[config.mk]
export PLATFORM = sky130hd
export DESIGN_NAME = clock_device_startup_sequencer
export DESIGN_NICKNAME = d
export VERILOG_FILES = /design/src/core/output_channel_gate.v /design/src/core/clock_device_startup_sequencer.v
export VERILOG_INCLUDE_DIRS = /design/src /design/src/core
export SDC_FILE = /design/constraint.sdc
export NUM_CORES = 1
export LEC_CHECK = 0
export BUFFER_PORTS_ARGS = -buffer_cell sky130_fd_sc_hd__buf_2
export CAP_MARGIN = 20
export CORE_MARGIN = 1.5
export CORE_UTILIZATION = 30
export CTS_BUF_LIST = sky130_fd_sc_hd__clkbuf_2
export CTS_CLUSTER_SIZE = 10
export DETAILED_ROUTE_END_ITERATION = 12
export HOLD_SLACK_MARGIN = 0.02
export SLEW_MARGIN = 20
export SYNTH_ARGS = -nofsm -noshare
export SYNTH_HDL_FRONTEND = slang
export SYNTH_HIERARCHICAL = 1
export SYNTH_SLANG_ARGS = --single-unit
[constraint.sdc]
create_clock -name clk_sys -period 3.28 [get_ports clk_sys]
set_input_delay 0.656 -clock clk_sys [delete_from_list [all_inputs] [get_ports clk_sys]]
set_output_delay 0.656 -clock clk_sys [all_outputs]
set_load 0.005 [all_outputs]
[src/core/startup_map.vh]
// Purpose: constants for the clock device start-up sequencer
// Assumes: 250 MHz system clock
// Notes: counts derived from times in their own units
`ifndef STARTUP_MAP_VH
`define STARTUP_MAP_VH
`define CLK_PERIOD_PS 4000
`define MIN_PULSE_NS 200
`define CH_TIMEOUT_DEFAULT 16'h0400
`define XO_STABLE_DEFAULT 16'h0100
`define ST_OFF 3'h0
`define ST_XO_WAIT 3'h1
`define ST_CAL 3'h2
`define ST_PLL 3'h3
`define ST_RUN 3'h4
`define ST_FAIL 3'h5
`define CAL_TIMEOUT_DEFAULT 16'h1000
`endif

[src/core/output_channel_gate.v]
// Purpose: per-channel reset and mute gate for one output channel
// Assumes: supply_good already synchronised, device_run from same clock
// Notes: unmute only after the programmable timeout expires
`include "startup_map.vh"
`timescale 1ns/10ps
module output_channel_gate #(
    parameter CW = 16
) (
    input wire clk_sys,
    input wire rst_n,
    input wire device_run,
    input wire supply_good,
    input wire [CW-1:0] timeout,
    output reg channel_reset,
    output reg channel_mute
);
    reg [CW-1:0] count;

    // ------------------------------------------------------------
    // timeout counter, restarts whenever supply or device drops
    // ------------------------------------------------------------
    always @(posedge clk_sys) begin
        if (!rst_n || !device_run || !supply_good) begin
            count <= {CW{1'b0}};
            channel_reset <= 1'b1;
            channel_mute <= 1'b1;
        end else if (count < timeout) begin
            count <= count + {{(CW-1){1'b0}}, 1'b1};
            channel_reset <= 1'b1;
            channel_mute <= 1'b1;
        end else begin
            channel_reset <= 1'b0;
            channel_mute <= 1'b0; // clean start, no runt pulses
        end
    end
endmodule // output_channel_gate

[src/core/clock_device_startup_sequencer.v]
// Purpose: start-up and reset sequencer for a dual-channel clock device
// Assumes: supply-good and oscillator-stable inputs are asynchronous pins
// Notes: analog thresholds are detected outside; this block sees levels
`include "startup_map.vh"
`timescale 1ns/10ps
module clock_device_startup_sequencer #(
    parameter CHANNELS = 2,
    parameter CW = 16,
    parameter [CW-1:0] XO_STABLE_CYCLES = `XO_STABLE_DEFAULT,
    parameter [CW-1:0] CAL_TIMEOUT = `CAL_TIMEOUT_DEFAULT
) (
    input wire clk_sys,
    input wire rst_n,
    input wire power_down_n,
    input wire digital_core_supply,
    input wire [CHANNELS-1:0] output_channel_supply,
    input wire xo_stable,
    input wire soft_reset,
    input wire cal_done,
    input wire cal_fail,
    input wire pll_locked,
    input wire [CHANNELS*CW-1:0] channel_timeout,
    output reg device_reset,
    output reg functions_enable,
    output reg serial_enable,
    output reg cal_start,
    output reg pll_start,
    output reg startup_fail,
    output reg [CHANNELS-1:0] channel_reset,
    output reg [CHANNELS-1:0] channel_mute
);
    // shortest low pulse on power_down_n, in cycles, rounded up
    // a host pulse below this may fall between samples and be lost
    localparam integer MIN_PULSE_CYC =
        (`MIN_PULSE_NS * 1000 + `CLK_PERIOD_PS - 1) / `CLK_PERIOD_PS;

    // ------------------------------------------------------------
    // pin synchronisers: three stages, change once stages 2 and 3 agree
    // ------------------------------------------------------------
    reg [2:0] pdn_s;
    reg [2:0] core_s;
    reg [2:0] xo_s;
    reg pdn_q;
    reg core_q;
    reg xo_q;
    reg [CHANNELS-1:0] sup_s1;
    reg [CHANNELS-1:0] sup_s2;
    reg [CHANNELS-1:0] sup_s3;
    reg [CHANNELS-1:0] sup_q;

    // first stage is read only by the second
    // third stage filters a one-cycle glitch at the cost of a cycle of latency
    always @(posedge clk_sys) begin
        if (!rst_n) begin
            pdn_s <= 3'h0;
            core_s <= 3'h0;
            xo_s <= 3'h0;
            pdn_q <= 1'b0;
            core_q <= 1'b0;
            xo_q <= 1'b0;
            sup_s1 <= {CHANNELS{1'b0}};
            sup_s2 <= {CHANNELS{1'b0}};
            sup_s3 <= {CHANNELS{1'b0}};
            sup_q <= {CHANNELS{1'b0}};
        end else begin
            pdn_s <= {pdn_s[1:0], power_down_n};
            core_s <= {core_s[1:0], digital_core_supply};
            xo_s <= {xo_s[1:0], xo_stable};
            sup_s1 <= output_channel_supply;
            sup_s2 <= sup_s1;
            sup_s3 <= sup_s2;
            if (pdn_s[1] == pdn_s[2]) begin
                pdn_q <= pdn_s[2];
            end
            if (core_s[1] == core_s[2]) begin
                core_q <= core_s[2];
            end
            if (xo_s[1] == xo_s[2]) begin
                xo_q <= xo_s[2];
            end
            sup_q <= (sup_s2 & sup_s3) | (sup_q & (sup_s2 | sup_s3));
        end
    end

    // ------------------------------------------------------------
    // power-on reset sequence
    // ------------------------------------------------------------
    reg [2:0] state;
    reg [2:0] next_state;
    reg [CW-1:0] wait_cnt;
    reg pdn_prev;
    wire por_ok = pdn_q & core_q;
    wire pdn_rise = pdn_q & ~pdn_prev;

    // a rising power_down_n forces one off cycle, so a short low pulse
    // still restarts the whole sequence, as por_ok drops with pdn_q as well
    // limitation: a failed calibration stays failed until soft reset or power-down
    // next-state logic; soft reset drops back to oscillator wait
    always @* begin
        next_state = state;
        case (state)
            `ST_OFF: begin
                if (por_ok) begin
                    next_state = `ST_XO_WAIT;
                end
            end
            `ST_XO_WAIT: begin
                if (xo_q && wait_cnt >= XO_STABLE_CYCLES) begin
                    next_state = `ST_CAL;
                end
            end
            `ST_CAL: begin
                if (cal_fail || wait_cnt >= CAL_TIMEOUT) begin
                    next_state = `ST_FAIL;
                end else if (cal_done) begin
                    next_state = `ST_PLL;
                end
            end
            `ST_PLL: begin
                if (pll_locked) begin
                    next_state = `ST_RUN;
                end
            end
            `ST_RUN: begin
                next_state = `ST_RUN;
            end
            `ST_FAIL: begin
                next_state = `ST_FAIL; // stays unlocked until reset
            end
            default: begin
                // unused codes fall back to off
                next_state = `ST_OFF;
            end
        endcase
        if (!por_ok || pdn_rise) begin
            next_state = `ST_OFF;
        end else if (soft_reset && state != `ST_OFF) begin
            next_state = `ST_XO_WAIT;
        end
    end

    // state register and outputs, all from flops
    always @(posedge clk_sys) begin
        if (!rst_n) begin
            state <= `ST_OFF;
            wait_cnt <= {CW{1'b0}};
            pdn_prev <= 1'b0;
            device_reset <= 1'b1;
            functions_enable <= 1'b0;
            serial_enable <= 1'b0;
            cal_start <= 1'b0;
            pll_start <= 1'b0;
            startup_fail <= 1'b0;
        end else begin
            state <= next_state;
            pdn_prev <= pdn_q;
            // wait counter restarts on every state change
            // it saturates instead of wrapping, so a long wait never
            // looks like a fresh start to the threshold compares
            if (next_state != state || !xo_q) begin
                wait_cnt <= {CW{1'b0}};
            end else if (wait_cnt != {CW{1'b1}}) begin
                wait_cnt <= wait_cnt + {{(CW-1){1'b0}}, 1'b1};
            end
            device_reset <= (next_state == `ST_OFF);
            functions_enable <= (next_state == `ST_RUN);
            // serial access follows por_ok alone, not the sequencer state
            serial_enable <= por_ok;
            // one-cycle pulse on entry to calibration
            cal_start <= (next_state == `ST_CAL) && (state != `ST_CAL);
            pll_start <= (next_state == `ST_PLL) && (state != `ST_PLL);
            startup_fail <= (next_state == `ST_FAIL);
        end
    end

    // ------------------------------------------------------------
    // output channel gates
    // ------------------------------------------------------------
    // channels leave reset only once the device runs; a late channel
    // supply restarts that channel's own timeout without touching the rest
    wire device_run = functions_enable;
    wire [CHANNELS-1:0] ch_rst;
    wire [CHANNELS-1:0] ch_mute;
    genvar g;
    generate
        for (g = 0; g < CHANNELS; g = g + 1) begin : gen_ch
            output_channel_gate #(
                .CW(CW)
            ) u_gate (
                .clk_sys(clk_sys),
                .rst_n(rst_n),
                .device_run(device_run),
                .supply_good(sup_q[g]),
                .timeout(channel_timeout[g*CW +: CW]),
                .channel_reset(ch_rst[g]),
                .channel_mute(ch_mute[g])
            );
        end
    endgenerate

    // retime so the top outputs come straight from flops
    // costs one cycle of latency on every channel edge except the one forced by device_run dropping
    always @(posedge clk_sys) begin
        if (!rst_n) begin
            channel_reset <= {CHANNELS{1'b1}};
            channel_mute <= {CHANNELS{1'b1}};
        end else begin
            channel_reset <= ch_rst | {CHANNELS{~device_run}};
            channel_mute <= ch_mute | {CHANNELS{~device_run}};
        end
    end
endmodule // clock_device_startup_sequencer

==> out/qor.csv <==
stage;metric;value;unit
sta;Tmin final;2790;ps
clocking;Setup Fix Bufs, Post-CTS;0;
sta;max-slew violations;0;
finish;layout cells sized above 1;14.7;%
worst_hold_path;Hold Crit Depth;2;
synth;register area share after synthesis;38.7;%
global_routing;gr usage total;12.6;%
sta;final hold viol count;0;
synth;Cells after Synth;509;
synth;syn nets;586;
drt;DRT Wirelength;9050;um
sta;measured slew at the worst slew-check pin;754;ps
drt;detailed-route via count;3751;
clocking;clock sink count;84;
synth;post-synthesis mux area share;0;%
clocking;root buf cell;clkbuf_2;
synth;Syn Area/Cell;8.54;sq um
setup_path;reg-to-reg setup timing slack;490;ps
sta;final setup TNS;0;ps
synth;Cell Area, Synth;4350;sq um
die;Vert. Die Dim;123;um
power_and_ir_drop;Sequential Power Share;64.7;%
global_routing;initial antenna violation count;0;
power_and_ir_drop;Sw Ratio;22.5;%
global_routing;largest net degree at the start of global routing;29;
power_and_ir_drop;Comb power frac;4.2;%
worst_hold_path;worst min-delay path category;input pin to register;
drt;vias per cell;5.08;
setup_path;Worst EP arrival;3230;ps
sta;RSZ-0062 raised after global routing;no;
die;die footprint;15200;sq um
power_and_ir_drop;Pint;1.24;mW
clocking;CTS H-tree depth;3;
synth;Seq cells post-synth;84;
clocking;hold buffer count at cts;0;
clocking;maximum buffer depth of the clock tree;2;
synth;XOR/XNOR Fraction of Synth Area;2.79;%
setup_path;critical path endpoint category;register;
setup_path;R2R depth;7;
sta;Final period util;85.0;%
finish;# diodes;0;
die;Initial Util;31.1;%
power_and_ir_drop;maximum vdd drop;0.188;mV
setup_path;Critical Path Start Type;register;
clocking;Num CTS Buffers;9;
power_and_ir_drop;Pwr Density;330;nW/um^2
power_and_ir_drop;NetSw;0.359;mW
run;MaxCap Viol Count;0;
status;status;complete, no violations;
drt;# DRC;0;
synth;Adder-Cell Fraction of Synth Area;9.79;%
die;Cell Rows;43;
die;IO Count;53;
finish;Nets;632;
setup_path;r2r endpoint;gen_ch[1].u_gate/count[5];
setup_path;Setup crit start;gen_ch[1].u_gate/count[13];
setup_path;WS Path Type;register to register;
worst_hold_path;Worst Hold Launch;output_channel_supply[0];
synth;warnings from Yosys;6;
setup_path;CP endpoint;gen_ch[1].u_gate/count[5];
sta;final worst setup slack;492;ps
place;Post-Place Worst Slack;146;ps
synth;Compound-Gate Fraction of Synth Area;17.4;%
die;core outline area;14000;sq um
clocking;CTS clk-pin slew, worst paths;210;ps
finish;fin cells;738;
setup_path;Worst R2R Start;gen_ch[1].u_gate/count[13];
synth;largest family of logic cells by synthesized area;simple AND/OR/NAND/NOR gates;
place;PortBufs;52;
synth;Synth async-reset ratio;0;%
sta;Rel. slew slack;49.7;%
drt;Final ANT Viol Nets;0;
synth;Post-synth EDFFs;0;
place;dpl hpwl;6760;um
global_routing;grt total ovfl;0;
synth;Synth top area share;38.7;%
drt;TritonRoute pass-1 iters;4;
clocking;Worst-Skew Late Latency;510;ps
setup_path;CP required;3720;ps
synth;Yosys cell types;53;
global_routing;first-pass GRT wire length;15600;um
global_routing;number of global-route vias before repair;3520;
synth;simple-gate share of the synthesized area;25.4;%
setup_path;Worst Path Max Fanout;28;
synth;ys flop type;dfxtp_1;
sta;clk_skew;14.8;ps
power_and_ir_drop;Pleak;1.93;nW
place;cell count after placement;724;
synth;post-synth top area cell;dfxtp_1;
clocking;CTS tree;built;
drt;drt initial violations;215;
place;Placer Congestion;0.765;
sta;Max Fclk;359;MHz
power_and_ir_drop;Clock Power Share;31.1;%
die;Die X;123;um
synth;ranking of synthesized cells by area;dfxtp_1 39%, ha_1 9.8%, a21oi_1 4.3%, or4_1 3.8%, inv_1 3.5%;
finish;Synth-to-Final Area Change;11.4;%
sta;final setup fails;0;
drt;drt wl/cell;12.3;um
clocking;post-CTS sizing;0;
## how the worst min path moves through the flow
stage	end
after floorplan	core_s[1]
after global placement	channel_reset[0]
after detailed placement	channel_reset[1]
after CTS	core_s[0]
after global routing	sup_s1[0]
final	sup_s1[0]
## power by group through the flow
stage / Clock, mW / Sequential, mW / Combinational (mW)
CTS: 0.525 / 1.03 / 0.0690
detailed placement: 0 / 1.05 / 0.0684
global placement: 0 / 1.05 / 0.0649
global route: 0.566 / 1.04 / 0.0786
floorplan: 0 / 1.05 / 0.0322
finish: 0.496 / 1.03 / 0.0676
## final cells by class
class / instances / area [sq um]
inverter: 40 / 150
clock inverter: 3 / 40.0
fill: 1457 / 9150
tap: 180 / 225
clock buffer: 11 / 55.1
sequential: 84 / 1680
multi-input combinational: 365 / 2410
timing repair buffer: 55 / 283
## layout by cell type, fill, tap and decap left out, types with 19 or more instances in the layout
cell,Yosys,layout
or4_1,22,22
a21oi_1,37,37
nand2_1,38,38
nor2_1,36,36
buf_2,1,52
dfxtp_1,84,84
ha_1,34,34
o21ai_0,25,25
nand3_1,19,19
inv_1,40,40
## metal layers
metal / up-vias / part of all wire (%) / global-route usage, %
met5: - / 0 / 0
met4: 0 / 0.91 / 3.74
met3: 9 / 3.6 / 2.86
met2: 52 / 49 / 22.2
met1: 1761 / 46 / 15.3
li1: 1929 / - / -
## sequential cells by signal (all words and copies together), names as in the netlist, 2 cells and up
name / count
gen_ch.u_gate/count: 32
wait_cnt: 16
core_s: 3
pdn_s: 3
state: 3
xo_s: 3
channel_mute: 2
channel_reset: 2
gen_ch.u_gate/channel_mute: 2
sup_q: 2
sup_s1: 2
sup_s2: 2
sup_s3: 2
## through the flow
stage | hold WS (ps) | total power, mW | util [%] | instance area (sq um)
5_1_grt | 262 | 1.68 | 34.6 | 4840
6_report | 342 | 1.60 | 34.6 | 4840
3_5_place_dp | 424 | 1.12 | 33.9 | 4750
4_1_cts | 281 | 1.63 | 34.6 | 4840
2_1_floorplan | 412 | 1.08 | - | 4350
3_3_place_gp | 421 | 1.12 | 33.9 | 4750
## logic make-up after synthesis
| logic type | after synthesis |
|---|---|
| buffers and inverters | 60 |
| and+or+nand+nor | 201 |
| adders and majority gates | 34 |
| xor gates and xnor gates | 13 |
| AOI/OAI and AO/OA | 117 |
| DFF | 84 |
## worst max-delay path: stages (launching register included)
cell      delay (ps)
dfxtp_1          430
ha_1             280
a211oi_1         250
nor2_1            80
or4_1            420
a41o_1           490
or4_1            610
a21oi_1          160
## synth_stat cells, drive strengths merged (4+ instances only)
library cell	instances
clkbuf	13
and3	15
nand3	19
a21oi	37
ha	34
nor3	6
and2	18
o21ai	27
nand4	11
xnor2	7
dfxtp	84
o31ai	17
a21boi	5
nand2b	6
nand2	38
or4	22
xor2	6
o311ai	4
a211oi	4
o211ai	4
or3	12
buf	7
nor2	36
or2	6
inv	40
Power figures use the tool's default switching activity.
